===== src/common/pamp_pkg.sv =====
// How it works
// write-done bit 6, resets to one
// read-done bit 5, software polls it
// byte-enable LSB write starts table access
// force-miss: single entry, match means miss
// no force-miss: ruleset match means hit
// rx sniff bit 6 mirrors received packets
// tx sniff bit 5 mirrors transmitted packets
// bit 1 makes port the sniffer
// software sets global mirroring too
// software sets one priority bit only
// bit 7 picks highest classified priority
// bit 6 ORs all classified priorities
// bit 4 enables MAC priority class
// bit 3 enables VLAN priority class
// bit 2 enables 802.1p priority class
// bit 1 enables Diffserv priority class
// bit 0 enables ACL priority class
// start clears flag, finish sets; reserved zero
package pamp_pkg;
  // ********************************
  // register map, low 12 address bits
  // ********************************
  localparam logic [11:0] OFS_BE_LSB = 12'h611;
  localparam logic [11:0] OFS_ACL_CTRL = 12'h612;
  localparam logic [11:0] OFS_RING_CTRL = 12'h613;
  localparam logic [11:0] OFS_MIRROR = 12'h800;
  localparam logic [11:0] OFS_PRIO = 12'h801;
  localparam logic [11:0] OFS_BE_MSB = 12'h610;
  localparam int PORT_LSB = 12;
  // ********************************
  // field positions
  // ********************************
  localparam int ACL_WR_DONE = 6;
  localparam int ACL_RD_DONE = 5;
  localparam int ACL_DIR = 4;
  localparam int RING_FORCE_MISS = 0;
  localparam int MIR_RX = 6;
  localparam int MIR_TX = 5;
  localparam int MIR_SNIFFER = 1;
  localparam int PRI_HIGHEST = 7;
  localparam int PRI_OR = 6;
  localparam int NUM_SRC = 5;
  localparam int PRIO_W = 3;
  // ********************************
  // reset values and writable masks
  // ********************************
  localparam logic [7:0] ACL_CTRL_RST = 8'h00;
  localparam logic [7:0] ACL_CTRL_WMASK = 8'h1f;
  localparam logic [7:0] RING_WMASK = 8'hff;
  localparam logic [7:0] MIRROR_WMASK = 8'h62;
  localparam logic [7:0] PRIO_WMASK = 8'hdf;
  localparam logic [7:0] REG_RST = 8'h00;
endpackage : pamp_pkg


===== src/common/pamp_acl_if.sv =====
`timescale 1ns/100ps
// table access handshake between register bank and engine
interface pamp_acl_if;
  logic start;
  logic wr_dir;
  logic [3:0] idx;
  logic [15:0] be;
  logic busy;
  logic wr_done;
  logic rd_done;
  modport ctrl (output start, wr_dir, idx, be, input busy, wr_done, rd_done);
  modport eng (input start, wr_dir, idx, be, output busy, wr_done, rd_done);
endinterface : pamp_acl_if


===== src/rtl/pamp_acl_engine.sv =====
`timescale 1ns/100ps
module pamp_acl_engine (
  input wire logic clk_i,
  input wire logic rst_i,
  pamp_acl_if.eng acl,
  output logic table_req_o,
  output logic table_we_o,
  output logic [3:0] table_idx_o,
  output logic [15:0] table_be_o,
  input wire logic table_ack_i
);
  import pamp_pkg::*;

  typedef enum logic {ST_IDLE, ST_BUSY} pamp_eng_state_type;

  pamp_eng_state_type state_r, state_nxt;
  logic we_r, we_nxt;
  logic [3:0] idx_r, idx_nxt;
  logic [15:0] be_r, be_nxt;
  logic wr_done_r, wr_done_nxt;
  logic rd_done_r, rd_done_nxt;

  // ********************************
  // sequencer
  // ********************************
  // start latches the request; no enabled byte finishes at once
  always_comb begin
    state_nxt = state_r;
    we_nxt = we_r;
    idx_nxt = idx_r;
    be_nxt = be_r;
    wr_done_nxt = wr_done_r;
    rd_done_nxt = rd_done_r;
    unique case (state_r)
      ST_IDLE: begin
        if (acl.start) begin
          we_nxt = acl.wr_dir;
          idx_nxt = acl.idx;
          be_nxt = acl.be;
          if (acl.be != 16'h0000) begin
            state_nxt = ST_BUSY;
            if (acl.wr_dir) begin
              wr_done_nxt = 1'b0;
            end else begin
              rd_done_nxt = 1'b0;
            end
          end
        end
      end
      ST_BUSY: begin
        if (table_ack_i) begin
          state_nxt = ST_IDLE;
          if (we_r) begin
            wr_done_nxt = 1'b1;
          end else begin
            rd_done_nxt = 1'b1;
          end
        end
      end
    endcase
  end

  // state registers, done flags reset to complete
  always_ff @(posedge clk_i or posedge rst_i) begin
    if (rst_i) begin
      state_r <= ST_IDLE;
      we_r <= 1'b0;
      idx_r <= 4'h0;
      be_r <= 16'h0000;
      wr_done_r <= 1'b1;
      rd_done_r <= 1'b1;
    end else begin
      state_r <= state_nxt;
      we_r <= we_nxt;
      idx_r <= idx_nxt;
      be_r <= be_nxt;
      wr_done_r <= wr_done_nxt;
      rd_done_r <= rd_done_nxt;
    end
  end

  // table side, request held until acknowledged
  assign table_req_o = (state_r == ST_BUSY);
  assign table_we_o = we_r;
  assign table_idx_o = idx_r;
  assign table_be_o = be_r;
  assign acl.busy = (state_r == ST_BUSY);
  assign acl.wr_done = wr_done_r;
  assign acl.rd_done = rd_done_r;

  // ********************************
  // checks
  // ********************************
  property p_done_on_ack;
    @(posedge clk_i) disable iff (rst_i)
      table_req_o && table_ack_i |=> (we_r ? wr_done_r : rd_done_r) && !table_req_o;
  endproperty
  a_done_on_ack: assert property (p_done_on_ack) else $error("done flag not set after ack");

  property p_pending_until_ack;
    @(posedge clk_i) disable iff (rst_i)
      table_req_o && !table_ack_i |=> table_req_o && $stable(idx_r) && $stable(be_r);
  endproperty
  a_pending_until_ack: assert property (p_pending_until_ack) else $error("request dropped before ack");
endmodule : pamp_acl_engine


===== src/rtl/pamp_port_ctrl.sv =====
`timescale 1ns/100ps
module pamp_port_ctrl #(
  parameter logic [3:0] PORT_NUM = 4'h1
) (
  input wire logic clk_i,
  input wire logic rst_i,
  // byte-wide management register port
  input wire logic [15:0] addr_i,
  input wire logic wr_i,
  input wire logic rd_i,
  input wire logic [7:0] wdata_i,
  output logic [7:0] rdata_o,
  // byte enables held by the data-register bank
  input wire logic [7:0] be_msb_i,
  // acl table access
  output logic table_req_o,
  output logic table_we_o,
  output logic [3:0] table_idx_o,
  output logic [15:0] table_be_o,
  input wire logic table_ack_i,
  // ring-protocol filtering
  input wire logic ring_entry_match_i,
  input wire logic ring_ruleset_match_i,
  output logic ring_single_entry_o,
  output logic ring_hit_o,
  // mirroring
  output logic rx_sniff_o,
  output logic tx_sniff_o,
  output logic sniffer_port_o,
  // priority classification, source k at bit k
  input wire logic [pamp_pkg::NUM_SRC-1:0] cls_vld_i,
  input wire logic [pamp_pkg::NUM_SRC*pamp_pkg::PRIO_W-1:0] cls_prio_i,
  input wire logic [pamp_pkg::PRIO_W-1:0] default_prio_i,
  output logic [pamp_pkg::PRIO_W-1:0] prio_o,
  output logic prio_from_cls_o
);
  import pamp_pkg::*;

  // port number must name one of the seven switch ports
  if (PORT_NUM < 4'h1 || PORT_NUM > 4'h7) begin : g_port_check
    $error("PORT_NUM must be 1 to 7");
  end

  // ********************************
  // helpers
  // ********************************
  function automatic logic [PRIO_W-1:0] prio_of(
    input logic [NUM_SRC*PRIO_W-1:0] all, input int k);
    prio_of = all[k*PRIO_W +: PRIO_W];
  endfunction : prio_of

  function automatic logic [PRIO_W-1:0] max_prio(
    input logic [PRIO_W-1:0] a, input logic [PRIO_W-1:0] b);
    max_prio = (a > b) ? a : b;
  endfunction : max_prio

  function automatic logic hit(input logic [15:0] a, input logic [11:0] ofs);
    hit = (a[15:PORT_LSB] == PORT_NUM) && (a[PORT_LSB-1:0] == ofs);
  endfunction : hit

  // ********************************
  // control registers
  // ********************************
  pamp_acl_if acl ();

  logic [7:0] acl_ctrl_r, acl_ctrl_nxt;
  logic [7:0] ring_r, ring_nxt;
  logic [7:0] mirror_r, mirror_nxt;
  logic [7:0] prio_ctrl_r, prio_ctrl_nxt;
  logic [7:0] rdata_r, rdata_nxt;

  // software writes, masked to writable bits
  always_comb begin
    acl_ctrl_nxt = acl_ctrl_r;
    ring_nxt = ring_r;
    mirror_nxt = mirror_r;
    prio_ctrl_nxt = prio_ctrl_r;
    if (wr_i && hit(addr_i, OFS_ACL_CTRL)) begin
      acl_ctrl_nxt = wdata_i & ACL_CTRL_WMASK;
    end
    if (wr_i && hit(addr_i, OFS_RING_CTRL)) begin
      ring_nxt = wdata_i & RING_WMASK;
    end
    if (wr_i && hit(addr_i, OFS_MIRROR)) begin
      mirror_nxt = wdata_i & MIRROR_WMASK;
    end
    if (wr_i && hit(addr_i, OFS_PRIO)) begin
      prio_ctrl_nxt = wdata_i & PRIO_WMASK;
    end
  end

  // read mux, status bits live, unmapped reads zero
  always_comb begin
    rdata_nxt = 8'h00;
    if (rd_i) begin
      if (hit(addr_i, OFS_ACL_CTRL)) begin
        rdata_nxt = acl_ctrl_r;
        rdata_nxt[ACL_WR_DONE] = acl.wr_done;
        rdata_nxt[ACL_RD_DONE] = acl.rd_done;
      end else if (hit(addr_i, OFS_RING_CTRL)) begin
        rdata_nxt = ring_r;
      end else if (hit(addr_i, OFS_MIRROR)) begin
        rdata_nxt = mirror_r;
      end else if (hit(addr_i, OFS_PRIO)) begin
        rdata_nxt = prio_ctrl_r;
      end
    end
  end

  // register bank flops
  always_ff @(posedge clk_i or posedge rst_i) begin
    if (rst_i) begin
      acl_ctrl_r <= ACL_CTRL_RST;
      ring_r <= REG_RST;
      mirror_r <= REG_RST;
      prio_ctrl_r <= REG_RST;
      rdata_r <= 8'h00;
    end else begin
      acl_ctrl_r <= acl_ctrl_nxt;
      ring_r <= ring_nxt;
      mirror_r <= mirror_nxt;
      prio_ctrl_r <= prio_ctrl_nxt;
      rdata_r <= rdata_nxt;
    end
  end

  assign rdata_o = rdata_r;

  // ********************************
  // table access
  // ********************************
  // write to byte-enable LSB launches the access
  assign acl.start = wr_i && hit(addr_i, OFS_BE_LSB);
  assign acl.wr_dir = acl_ctrl_r[ACL_DIR];
  assign acl.idx = acl_ctrl_r[3:0];
  assign acl.be = {be_msb_i, wdata_i};

  pamp_acl_engine u_engine (
    .clk_i(clk_i),
    .rst_i(rst_i),
    .acl(acl),
    .table_req_o(table_req_o),
    .table_we_o(table_we_o),
    .table_idx_o(table_idx_o),
    .table_be_o(table_be_o),
    .table_ack_i(table_ack_i)
  );

  // ********************************
  // ring filter and mirroring
  // ********************************
  logic ring_hit_r, ring_hit_nxt;

  // force-miss turns an entry match into a miss
  always_comb begin
    if (ring_r[RING_FORCE_MISS]) begin
      ring_hit_nxt = 1'b0;
    end else begin
      ring_hit_nxt = ring_ruleset_match_i;
    end
  end

  always_ff @(posedge clk_i or posedge rst_i) begin
    if (rst_i) begin
      ring_hit_r <= 1'b0;
    end else begin
      ring_hit_r <= ring_hit_nxt;
    end
  end

  assign ring_hit_o = ring_hit_r;
  assign ring_single_entry_o = ring_r[RING_FORCE_MISS];
  assign rx_sniff_o = mirror_r[MIR_RX];
  assign tx_sniff_o = mirror_r[MIR_TX];
  assign sniffer_port_o = mirror_r[MIR_SNIFFER];

  // ********************************
  // priority classification
  // ********************************
  logic [PRIO_W-1:0] prio_r, prio_nxt;
  logic from_cls_r, from_cls_nxt;
  logic [NUM_SRC-1:0] use_src;

  // enable bits 4..0: mac, vlan, 802.1p, diffserv, acl
  assign use_src = cls_vld_i & prio_ctrl_r[NUM_SRC-1:0];

  // highest, or-ed, else first source from bit 4 down
  always_comb begin
    prio_nxt = default_prio_i;
    from_cls_nxt = |use_src;
    if (prio_ctrl_r[PRI_HIGHEST]) begin
      prio_nxt = '0;
      for (int k = 0; k < NUM_SRC; k++) begin
        if (use_src[k]) begin
          prio_nxt = max_prio(prio_nxt, prio_of(cls_prio_i, k));
        end
      end
    end else if (prio_ctrl_r[PRI_OR]) begin
      prio_nxt = '0;
      for (int k = 0; k < NUM_SRC; k++) begin
        if (use_src[k]) begin
          prio_nxt = prio_nxt | prio_of(cls_prio_i, k);
        end
      end
    end else begin
      for (int k = 0; k < NUM_SRC; k++) begin
        if (use_src[k]) begin
          prio_nxt = prio_of(cls_prio_i, k);
        end
      end
    end
    if (!(|use_src)) begin
      prio_nxt = default_prio_i;
    end
  end

  always_ff @(posedge clk_i or posedge rst_i) begin
    if (rst_i) begin
      prio_r <= '0;
      from_cls_r <= 1'b0;
    end else begin
      prio_r <= prio_nxt;
      from_cls_r <= from_cls_nxt;
    end
  end

  assign prio_o = prio_r;
  assign prio_from_cls_o = from_cls_r;

  // ********************************
  // checks
  // ********************************
  property p_wr_pending;
    @(posedge clk_i) disable iff (rst_i)
      acl.start && acl.wr_dir && !acl.busy && acl.be != 16'h0000 |=> !acl.wr_done && acl.rd_done == $past(acl.rd_done);
  endproperty
  a_wr_pending: assert property (p_wr_pending) else $error("write flag not cleared on start");

  property p_rd_pending;
    @(posedge clk_i) disable iff (rst_i)
      acl.start && !acl.wr_dir && !acl.busy && acl.be != 16'h0000 |=> !acl.rd_done ##0 table_req_o;
  endproperty
  a_rd_pending: assert property (p_rd_pending) else $error("read flag not cleared on start");

  property p_start_be;
    @(posedge clk_i) disable iff (rst_i)
      acl.start && !acl.busy && acl.be != 16'h0000 |=> table_be_o == $past(acl.be) && table_idx_o == $past(acl.idx);
  endproperty
  a_start_be: assert property (p_start_be) else $error("table access not launched");

  property p_force_miss;
    @(posedge clk_i) disable iff (rst_i)
      ring_r[RING_FORCE_MISS] |=> !ring_hit_o;
  endproperty
  a_force_miss: assert property (p_force_miss) else $error("forced miss reported a hit");

  property p_ruleset_hit;
    @(posedge clk_i) disable iff (rst_i)
      !ring_r[RING_FORCE_MISS] && ring_ruleset_match_i |=> ring_hit_o;
  endproperty
  a_ruleset_hit: assert property (p_ruleset_hit) else $error("ruleset match not a hit");

  property p_rx_sniff;
    @(posedge clk_i) disable iff (rst_i)
      wr_i && hit(addr_i, OFS_MIRROR) |=> rx_sniff_o == $past(wdata_i[MIR_RX]) && tx_sniff_o == $past(wdata_i[MIR_TX]);
  endproperty
  a_rx_sniff: assert property (p_rx_sniff) else $error("sniff enables not taken");

  property p_sniffer;
    @(posedge clk_i) disable iff (rst_i)
      wr_i && hit(addr_i, OFS_MIRROR) |=> sniffer_port_o == $past(wdata_i[MIR_SNIFFER]) && mirror_r[0] == 1'b0;
  endproperty
  a_sniffer: assert property (p_sniffer) else $error("sniffer bit not taken");

  property p_or_prio;
    @(posedge clk_i) disable iff (rst_i)
      prio_ctrl_r[PRI_OR] && !prio_ctrl_r[PRI_HIGHEST] && use_src == 5'h1f
        |=> prio_o == $past(cls_prio_i[2:0] | cls_prio_i[5:3] | cls_prio_i[8:6] | cls_prio_i[11:9] | cls_prio_i[14:12]);
  endproperty
  a_or_prio: assert property (p_or_prio) else $error("or-ed priority wrong");

  property p_high_prio;
    @(posedge clk_i) disable iff (rst_i)
      prio_ctrl_r[PRI_HIGHEST] && use_src[0] && use_src[4] |=> prio_o >= $past(cls_prio_i[2:0]) && prio_o >= $past(cls_prio_i[14:12]);
  endproperty
  a_high_prio: assert property (p_high_prio) else $error("highest priority not selected");

  property p_no_src;
    @(posedge clk_i) disable iff (rst_i)
      use_src == 5'h00 |=> prio_o == $past(default_prio_i) && !prio_from_cls_o;
  endproperty
  a_no_src: assert property (p_no_src) else $error("disabled source used");

  property p_acl_rsvd;
    @(posedge clk_i) disable iff (rst_i)
      rd_i && hit(addr_i, OFS_ACL_CTRL) |=> !rdata_o[7] && rdata_o[ACL_WR_DONE] == $past(acl.wr_done)
        && rdata_o[ACL_RD_DONE] == $past(acl.rd_done);
  endproperty
  a_acl_rsvd: assert property (p_acl_rsvd) else $error("acl control read back wrong");

  property p_mirror_rsvd;
    @(posedge clk_i) disable iff (rst_i)
      rd_i && hit(addr_i, OFS_MIRROR) |=> (rdata_o & ~MIRROR_WMASK) == 8'h00;
  endproperty
  a_mirror_rsvd: assert property (p_mirror_rsvd) else $error("reserved mirror bits not zero");
endmodule : pamp_port_ctrl


===== config.mk =====
export PLATFORM = sky130hd
export DESIGN_NAME = pamp_port_ctrl
export DESIGN_NICKNAME = d
export VERILOG_FILES = /design/src/common/pamp_pkg.sv /design/src/common/pamp_acl_if.sv /design/src/rtl/pamp_acl_engine.sv /design/src/rtl/pamp_port_ctrl.sv
export SDC_FILE = /design/constraint.sdc
export NUM_CORES = 1
export LEC_CHECK = 0
export ABC_AREA = 1
export BUFFER_PORTS_ARGS = -buffer_cell sky130_fd_sc_hd__buf_2
export CAP_MARGIN = 30
export CORE_MARGIN = 3
export CORE_UTILIZATION = 53
export CTS_CLUSTER_SIZE = 25
export DETAILED_ROUTE_END_ITERATION = 7
export PLACE_DENSITY = 0.79
export SLEW_MARGIN = 20
export SYNTH_ARGS = -nofsm -noshare
export SYNTH_HDL_FRONTEND = slang
export SYNTH_HIERARCHICAL = 1
export SYNTH_SLANG_ARGS = --single-unit

===== constraint.sdc =====
create_clock -name clk_i -period 5.7 [get_ports clk_i]
set_clock_uncertainty 0.05 [all_clocks]
set_input_delay 0.285 -clock clk_i [delete_from_list [all_inputs] [get_ports clk_i]]
set_output_delay 0.285 -clock clk_i [all_outputs]
set_load 0.1 [all_outputs]

==> results of run 1 <==
registers in the layout, summed over array words and instances (netlist names):
register	flops
u_engine/table_be_o	16
rdata_o	8
ring_r	8
prio_ctrl_r	7
acl_ctrl_r	5
u_engine/table_idx_o	4
mirror_r	3
prio_o	3
prio_from_cls_o	1
ring_hit_o	1
u_engine/acl.busy	1
u_engine/acl.rd_done	1
u_engine/acl.wr_done	1
u_engine/table_we_o	1
stage by stage:
| stage | cells | setup slack, ps |
|---|---|---|
| global route | 675 | 307 |
| floorplan | 488 | 1560 |
| finish | 675 | 904 |
| global placement | 657 | 1120 |
| CTS | 673 | 924 |
| detailed placement | 657 | 948 |
kinds of logic after synthesis:
| kind of cell | count (synthesis) | synth area share (%) |
|---|---|---|
| AND/OR/NAND/NOR | 263 | 32.7 |
| flip-flops | 60 | 42.1 |
| adder cells (fa/ha/maj) | 13 | 4.55 |
| buffers and inverters | 81 | 9.38 |
| AO/OA/AOI/OAI | 71 | 11.3 |
cell usage in the layout (no fill, tap or decap), types with 9 or more instances in the layout:
| cell | count |
|---|---|
| buf_2 | 99 |
| dfrtp_1 | 58 |
| ha_1 | 13 |
| nand2_1 | 176 |
| nand3_1 | 20 |
| nor2_1 | 39 |
| o21ai_0 | 30 |
| o21ai_2 | 9 |
| a21oi_1 | 21 |
| inv_1 | 69 |
| clkbuf_8 | 9 |
area by class of cell:
cell class	count	share of cell area, %
Multi-Input combinational cell	347	40.0
Sequential cell	60	34.7
Timing Repair Buffer	102	12.2
Inverter	73	6.35
Clock buffer	9	2.86
Tap cell	77	2.22
Clock inverter	7	1.73
power breakdown:
group | internal (mW) | leakage (nW) | switching (mW)
logic | 0.0288 | 1.70 | 0.0565
registers | 0.428 | 0.817 | 0.000918
clock network | 0.205 | 0.104 | 0.176
layer usage:
metal	part of all wire, %	up-vias	global-route usage (%)
met5	0	-	0
li1	-	1755	-
met4	1.3	0	9.34
met2	48	86	38.8
met1	46	1527	30.5
met3	4.6	9	3.57
worst min-delay path: cells and delay by family:
family / cells / cell delay, ps
and+or+nand+nor: 1 / 30
buffers and inverters: 2 / 130
path summary, 6_finish.rpt:
kind                                            to  slack (ps)  cells past startpoint
max in group asynchronous           prio_ctrl_r[3]        4700                      4
hold / removal                          ring_hit_o         100                      3
setup reg to reg                         prio_o[1]         900                     35
setup / recovery                         prio_o[1]         900                     35
hold reg to reg            u_engine/table_idx_o[2]         420                      2
min in group asynchronous  u_engine/table_idx_o[3]         370                      3
repair_timing:
item	4_1_cts	5_1_grt
hold buffers	0	1
resized for setup	0	0
endpoints found under the hold margin	0	4
==> reports/metrics.cfg, run 1 <==
[outcome]
status=finished, final reports clean

[power]
finalPower_mw=0.895
p_leak_nw=2.62
peakVddDrop_uv=114
powerDensity_mw_per_mm2=206

[logic_synthesis]
synth_commonest_cells=176 x nand2_1, 69 x inv_1, 58 x dfrtp_1
synth_seq_cells=60
ys_seq_area_share_pct=42.1
synth_top_cell_area_share_pct=40.6
synth_area_per_cell_um2=7.32
synth_edf_count=0
async_flop_share_pct=100
syn_area_mm2=0.00357
ys_warn_count=6
synth.most_common_cell=nand2_1
yosysTopAreaCell=dfrtp_1
synth_cell_types=32
ys.flop_type=dfrtp_1
yosys-top-cells-area=dfrtp_1 41%, nand2_1 18%, inv_1 7.2%, ha_1 4.6%, o21ai_0 4.2%
synth_nets=563
syn_inst=488

[timing]
relSlewSlack_pct=40.4
min_period_ps=4800
rsz0062_at_grt=false
hold_viol=0
finalSetupViolations=0
period_share_pct=84.1
fmax_mhz=209
drv_slew=0
setup_tns_ps=0
hold_slack_ps=105
tightest_slew_ps=892

[place]
port_buffers=99
gp_congestion=0.820
dpl_cell_area_mm2=0.00411
hpwlAfterDp_um=6800

[cts]
cts_tree=yes
path_clk_slew_ps=70
cts_made_buffers=9
clockBufferDepth=2
cts_setup_buffers=0
cts.sinks=60
h-tree-depth=3
clk_latency_ps=330
root_buffer=clkbuf_8

[route]
drt-vias-per-instance=5.00
num_vias=3377
wl_um=8450
wl_per_cell_um=12.5
first_pass_iters=4
drc=0
drtIter0Drc=180
ant_nets=0

[cells_and_area]
drive_gt1_share_pct=25.3
final_util_pct=67.1
multi_input_area_mm2=0.00173
area_delta_synth_final_pct=21.4
antenna_cells=0
nFillCells=588
ff_latch_area_mm2=0.00150
final_area_mm2=0.00434
layout.nets=668

[job]
max-cap-violations=0

[worst_setup_path]
worstPathArrival_ps=4950
r2r_start=prio_ctrl_r[0]
cp-start-kind=flip-flop
end_kind=flip-flop
crit_top_cell=nand2_1
crit_type=reg -> reg
crit_buf_inv=6
worstPathRequired_ps=5850
crit_fanout=5
slowest_stage=dfrtp_1
crit_family=simple AND/OR/NAND/NOR gates
crit_path_max_incr_delay_ps=410
crit_start=prio_ctrl_r[0]

[grt]
grt_first_pass_wirelength_um=14200
antenna_found_initial=0
grt_max_degree=37
first_global_vias=3221
grt-ovfl-total=0
grt_usage_pct=23.3

[die]
core_region_area_mm2=0.00646
fp.dieW_um=88.1
rows=29
io_pins=101
initial_core_util_pct=55.3
die_height_um=88.1
die-area_mm2=0.00776

[min_path]
holdCritPathClass=in -> reg
min_from=ring_ruleset_match_i

(Power assumes the default switching activity.)
==> run 2, diff against run 1 <==
Settings changed: ABC_AREA 1 to 0, CORE_UTILIZATION 53 to 52.
Clock period 5.7 ns to 4.5 ns, I/O delays scaled along.
==> run 2 against run 1 <==
  * The run now ends with negative setup slack left
  * Critical endpoint is now prio_o[0]
  * Worst hold slack lost 53 ps
  * Die area shrank 4.0%
  * Global-route usage grew 4.2 points
  * Cell area grew 8.1%
  * Count of clock-buffer cells in the layout grew 2
  * Clock power grew 40%
  * Synthesized area shrank 6.1%
  * Non-clock buffer count grew 30
  * Flip-flop and latch count is the same
  * First-iteration DRC count grew to 2.6 times the previous value
  * Final cell count shrank 19%
  * Worst setup slack lost 1500 ps
==> reports/metrics.cfg, run 2 <==
[grt]
grt_first_pass_wirelength_um=15900  ; +12%
antenna_found_initial=0  ; unchanged
grt_max_degree=37  ; unchanged
grt_usage_pct=27.5  ; +4.2 points
first_global_vias=3268  ; +1.5%
grt-ovfl-total=0  ; unchanged

[cells_and_area]
final_area_mm2=0.00469  ; +8.1%
final_cell_mix=99 x buf_2, 75 x nand2_1, 57 x dfrtp_1
nFillCells=402  ; -32%
largest_reg_flops=16  ; unchanged
drive_gt1_share_pct=47.5  ; +22 points
ff_latch_area_mm2=0.00151  ; about the same
final_common_cell=buf_2
antenna_cells=0  ; unchanged
area_delta_synth_final_pct=39.7
layout.nets=543  ; -19%
multi_input_area_mm2=0.00202  ; +16%

[route]
wl_per_cell_um=19.5  ; +56%
ant_nets=0  ; unchanged
drc=0  ; unchanged
drt-vias-per-instance=6.07  ; +21%
drtIter0Drc=460  ; +160%
num_vias=3319  ; -1.7%
first_pass_iters=7  ; +3
wl_um=10700  ; +26%

[power]
peakVddDrop_uv=196  ; +72%
p_leak_nw=2.40  ; -8.2%
clockPowerShare_pct=44.5  ; +2.0 points
powerDensity_mw_per_mm2=255  ; +24%
p_seq_share_pct=45.3  ; -2.7 points
switching_share_pct=23.9  ; -2.2 points
power_switching_mw=0.285  ; +22%
combinationalPowerShare_pct=10.2  ; +0.7 points
power.internal_mw=0.910  ; +38%

[cts]
root_buffer=clkbuf_8
cts.sinks=60  ; unchanged
h-tree-depth=3  ; unchanged
clk_latency_ps=340  ; about the same
cts_tree=yes
clockBufferDepth=2  ; unchanged
cts_made_buffers=9  ; unchanged
path_clk_slew_ps=70  ; about the same

[logic_synthesis]
ys_seq_area_share_pct=44.8  ; +2.7 points
synth.most_common_cell=nand2_1
syn_inst=333  ; -32%
synth_nets=408  ; -28%
synth_top_cell_area_share_pct=43.3  ; +2.7 points
synth_edf_count=0  ; unchanged
syn_area_mm2=0.00335  ; -6.1%
ys_warn_count=6  ; unchanged
synth_commonest_cells=80 x nand2_1, 58 x dfrtp_1, 22 x inv_1
async_flop_share_pct=100  ; unchanged
synth_seq_cells=60  ; unchanged
yosysTopAreaCell=dfrtp_1
ys.flop_type=dfrtp_1
synth_area_per_cell_um2=10.1  ; +38%
synth_cell_types=64  ; +100%
yosys-top-cells-area=dfrtp_1 43%, nand2_1 9.0%, ha_1 4.8%, mux2_2 3.4%, mux2_4 3.1%

[job]
max-cap-violations=0  ; unchanged

[outcome]
status=finished with violations
violations=negative setup slack

[timing]
period_share_pct=112  ; +28 points
drv_slew=0  ; unchanged
rsz0062_at_grt=true
fmax_mhz=198  ; -5.2%
min_period_ps=5060  ; +262 ps
finalSetupViolations=3  ; +3
hold_slack_ps=51.3  ; -53.5 ps
tightest_slew_ps=867  ; -25.2 ps
setup_ws_ps=-558  ; -1460 ps
relSlewSlack_pct=41.9  ; +1.5 points
hold_viol=0  ; unchanged

[worst_setup_path]
cp-start-kind=flip-flop
crit_type=reg -> reg
crit_fanout=4  ; -1
worstPathRequired_ps=4680  ; -1170 ps
end_kind=flip-flop
worstPathArrival_ps=5240  ; +290 ps

[place]
gp_congestion=0.928  ; +13%
dpl_cell_area_mm2=0.00413  ; +0.37%
port_buffers=99  ; unchanged
hpwlAfterDp_um=7040  ; +3.5%

[die]
rows=28  ; -3.4%
initial_core_util_pct=55.0  ; -0.30 points
io_pins=101  ; unchanged
die-area_mm2=0.00745  ; -4.0%
fp.dieW_um=86.3  ; -2.0%
die_height_um=86.3  ; -2.0%
core_region_area_mm2=0.00610  ; -5.6%

[min_path]
holdCritPathClass=in -> reg

-- run 2: final cells by class --
class | count | share of cell area (%)
Multi-Input combinational cell | 243 | 43.0
Sequential cell | 60 | 32.1
Timing Repair Buffer | 132 | 16.5
Clock buffer | 11 | 3.02
Tap cell | 75 | 2.00
Inverter | 22 | 1.76
Clock inverter | 4 | 1.58
-- run 2: logic make-up after synthesis --
logic type	after synthesis	share of synthesized area, %
adder cells (fa/ha/maj)	13	4.85
buffers and inverters	30	3.62
AO/OA/AOI/OAI	60	13.1
flip-flops	60	44.8
AND/OR/NAND/NOR	140	23.0
multiplexers	30	10.7
-- run 2: routing by layer --
metal,track usage [%],wire length [um]
met1,36.6,4200
met3,6.94,1110
met2,44.7,4970
met4,7.93,412
met5,0,0
-- run 2: per-stage QoR --
| stage | instances | power (mW) | util [%] | setup WS (ps) | setup TNS (ps) |
|---|---|---|---|---|---|
| 2_1_floorplan | 333 | 0.597 | - | -381 | -1130 |
| 5_1_grt | 547 | 1.24 | 76.9 | -766 | -2070 |
| 6_report | 547 | 1.20 | 76.9 | -558 | -1530 |
| 3_3_place_gp | 520 | 0.653 | 67.7 | -332 | -882 |
| 3_5_place_dp | 520 | 0.656 | 67.7 | -526 | -1510 |
| 4_1_cts | 542 | 1.19 | 72.8 | -463 | -1260 |
-- run 2: worst max-delay path, stage by stage (launching register included) --
cell and delay [ps]:
dfrtp_2 440, nand3_2 90, inv_2 60, ha_4 290, nand2_4 50, or2_4 230
a21oi_4 190, mux2i_2 250, inv_1 90, ha_4 270, and3_1 160, a21oi_2 50
or2_4 290, mux2i_4 190, ha_2 330, nand3_2 90, a21oi_4 180, mux2_4 350
a31oi_4 190, ha_4 240, nand2_2 60, o21ai_2 60, a21o_4 230, nand4b_1 110
o311ai_2 130, o32ai_2 280
-- run 2: final timing paths --
check	start	end	slack, ps	depth (start not counted)
setup / recovery	prio_ctrl_r[0]	prio_o[0]	-560	25
hold / removal	be_msb_i[7]	u_engine/table_be_o[15]	50	3
setup reg to reg	prio_ctrl_r[0]	prio_o[0]	-560	25
hold reg to reg	u_engine/table_be_o[9]	u_engine/table_be_o[9]	420	2
max in group asynchronous	rst_i	prio_ctrl_r[0]	3560	4
min in group asynchronous	rst_i	u_engine/table_be_o[2]	350	3
-- run 2: power groups by stage --
stage	Clock, mW	Sequential [mW]	Combinational (mW)
final	0.532	0.542	0.122
after global routing	0.567	0.542	0.131
after CTS	0.541	0.542	0.107
after detailed placement	0	0.552	0.104
after global placement	0	0.552	0.101
after floorplan	0	0.566	0.0308
-- run 2: timing repair --
item / in CTS / in global routing
endpoints found under the setup margin: 3 / 3
hold buffers: 1 / 0
gates resized for setup: 9 / 30
endpoints found under the hold margin: 36 / 0
setup buffers: 6 / 4
pin swaps: 4 / 19
==> run 3, diff against run 2 <==
Settings changed: CORE_UTILIZATION 52 to 53, CTS_BUF_LIST set to sky130_fd_sc_hd__clkbuf_4, PLACE_DENSITY 0.79 to 0.8.
==> run 3 against run 2 <==
  * The flow still finishes with violations (negative setup slack)
  * First-iteration DRC count is 49% lower
  * Global-route usage is 0.58 points lower
  * Register-to-register slack better by 80 ps
  * Critical endpoint is now prio_o[1]
  * Highest routed layer unchanged
==> reports/metrics.cfg, run 3 (synthesis results as in run 2) <==
[cells_and_area]
layout.nets=545  ; +0.37%
nFillCells=426  ; +6.0%
final_cell_mix=99 x buf_2, 77 x nand2_1, 57 x dfrtp_1
area_delta_synth_final_pct=35.8
antenna_cells=0  ; unchanged
final_util_pct=75.6  ; -1.3 points
final_common_cell=buf_2
largest_reg_flops=16  ; unchanged
drive_gt1_share_pct=43.2  ; -4.3 points
multi_input_area_mm2=0.00191  ; -5.5%
ff_latch_area_mm2=0.00151  ; unchanged
final_cells=550  ; +0.55%

[timing]
hold_slack_ps=18.9  ; -32.3 ps
relSlewSlack_pct=38.3  ; -3.6 points
drv_slew=0  ; unchanged
hold_viol=0  ; unchanged
finalSetupViolations=3  ; unchanged
fmax_mhz=201  ; +1.6%
min_period_ps=4980  ; -80.4 ps
setup_ws_ps=-477  ; +80.4 ps
period_share_pct=111  ; -1.8 points
rsz0062_at_grt=true
setup_tns_ps=-1360  ; +162 ps
tightest_slew_ps=921  ; +53.7 ps

[place]
port_buffers=99  ; unchanged
dpl.cell_count=519  ; -0.19%
hpwlAfterDp_um=6970  ; -0.91%
gp_congestion=0.888  ; -4.3%
place_ws_ps=-507  ; +18.6 ps

[worst_setup_path]
crit_buf_inv=2  ; unchanged
cp-start-kind=flip-flop
worstPathArrival_ps=5250  ; about the same
crit_path_max_incr_delay_ps=440  ; about the same
end_kind=flip-flop
worstPathRequired_ps=4770  ; +90 ps
slowest_stage=dfrtp_2
crit_fanout=4  ; unchanged
crit_family=compound AO/OA/AOI/OAI gates
crit_type=reg -> reg
crit_chain=nand3_2 -> inv_2 -> ha_4 -> nand2_4 -> or2_4 -> a21oi_4 -> mux2i_2 -> inv_1 -> ha_4 -> nand3b_1 -> nand4_1 -> mux2i_1 -> ha_1 -> a21oi_2 -> nand2_2 -> a21oi_4 -> mux2_4 -> a31oi_1 -> ha_1 -> nand3_1 -> a21o_1 -> nand2_2 -> a311oi_2 -> o22a_1

[outcome]
status=finished with violations
violations=negative setup slack

[power]
clockPowerShare_pct=41.7  ; -2.8 points
powerDensity_mw_per_mm2=248  ; -2.7%
p_seq_share_pct=47.8  ; +2.5 points
peakVddDrop_uv=246  ; +25%
power.internal_mw=0.867  ; -4.8%
power_switching_mw=0.265  ; -7.1%
p_leak_nw=2.38  ; -1.1%
combinationalPowerShare_pct=10.5  ; +0.3 points
switching_share_pct=23.4  ; -0.45 points

[route]
ant_nets=0  ; unchanged
drt-vias-per-instance=5.82  ; -4.1%
wl_um=9500  ; -11%
wl_per_cell_um=17.3  ; -12%
num_vias=3202  ; -3.5%
wl_met2_um=4610  ; -7.3%
drtIter0Drc=233  ; -49%
first_pass_iters=6  ; -1
dr_wl_met3_um=748  ; -32%
wl_met1_um=3980  ; -5.3%
drc=0  ; unchanged
dr.max_layer_used=met4

[die]
io_pins=101  ; unchanged
initial_core_util_pct=55.7  ; +0.64 points
core_region_area_mm2=0.00603  ; -1.1%
fp.dieW_um=85.6  ; -0.88%
rows=28  ; unchanged
die-area_mm2=0.00732  ; -1.8%
die_height_um=85.6  ; -0.88%

[grt]
grt_usage_pct=26.9  ; -0.58 points
grt_first_pass_wirelength_um=15500  ; -2.2%
grt-ovfl-total=0  ; unchanged
antenna_found_initial=0  ; unchanged
first_global_vias=3244  ; -0.73%
grt_max_degree=37  ; unchanged

[cts]
cts_made_buffers=9  ; unchanged
root_buffer=clkbuf_4
cts.sinks=60  ; unchanged
cts_tree=yes
clockBufferDepth=2  ; unchanged
clk_latency_ps=390  ; +50 ps
path_clk_slew_ps=100  ; +30 ps
h-tree-depth=3  ; unchanged

[min_path]
holdCritPathClass=in -> reg

[job]
max-cap-violations=0  ; unchanged

[run 3: worst min-delay path, delay by kind of cell]
kind                   cells  cell delay, ps
buffers and inverters      1             100
AND/OR/NAND/NOR            2             110
[run 3: layout make-up]
class / instances / share of cell area [%]
multi-input combinational: 243 / 41.8
sequential: 60 / 33.0
timing repair buffer: 134 / 17.3
clock inverter: 7 / 2.50
tap: 75 / 2.06
inverter: 22 / 1.81
clock buffer: 9 / 1.48
[run 3: worst paths after layout]
| path | from | end | slack (ps) | cells past startpoint |
|---|---|---|---|---|
| min in group asynchronous | rst_i | u_engine/table_be_o[7] | 260 | 3 |
| hold / removal | be_msb_i[0] | u_engine/table_be_o[8] | 20 | 3 |
| hold reg to reg | u_engine/table_be_o[12] | u_engine/table_be_o[12] | 430 | 2 |
| setup reg to reg | prio_ctrl_r[0] | prio_o[1] | -480 | 24 |
| max in group asynchronous | rst_i | prio_ctrl_r[0] | 3620 | 4 |
| setup / recovery | prio_ctrl_r[0] | prio_o[1] | -480 | 24 |
[run 3: metrics by stage]
step	area (um2)	power, mW
finish	4560	1.13
global route	4560	1.18
CTS	4500	1.14
detailed placement	4120	0.654
global placement	4120	0.652
floorplan	3430	0.597
[run 3: repair_timing]
item / in CTS / in global routing
hold endpoints to repair: 66 / 0
setup endpoints to repair: 3 / 3
buffers inserted: 3 / 2
resized for setup: 16 / 5
pin swaps: 14 / 10
hold buffers: 9 / 0
[run 3: power by group through the flow]
stage / logic, mW / registers, mW / clock network, mW
detailed placement: 0.102 / 0.552 / 0
CTS: 0.114 / 0.541 / 0.481
finish: 0.119 / 0.541 / 0.471
global route: 0.128 / 0.542 / 0.507
global placement: 0.100 / 0.552 / 0
floorplan: 0.0308 / 0.566 / 0
[run 3: per-layer routing]
layer | vias up | track usage (%)
met5 | - | 0
met4 | 0 | 7.63
met3 | 22 | 7.11
met2 | 155 | 43.3
met1 | 1541 | 36.0
li1 | 1484 | -
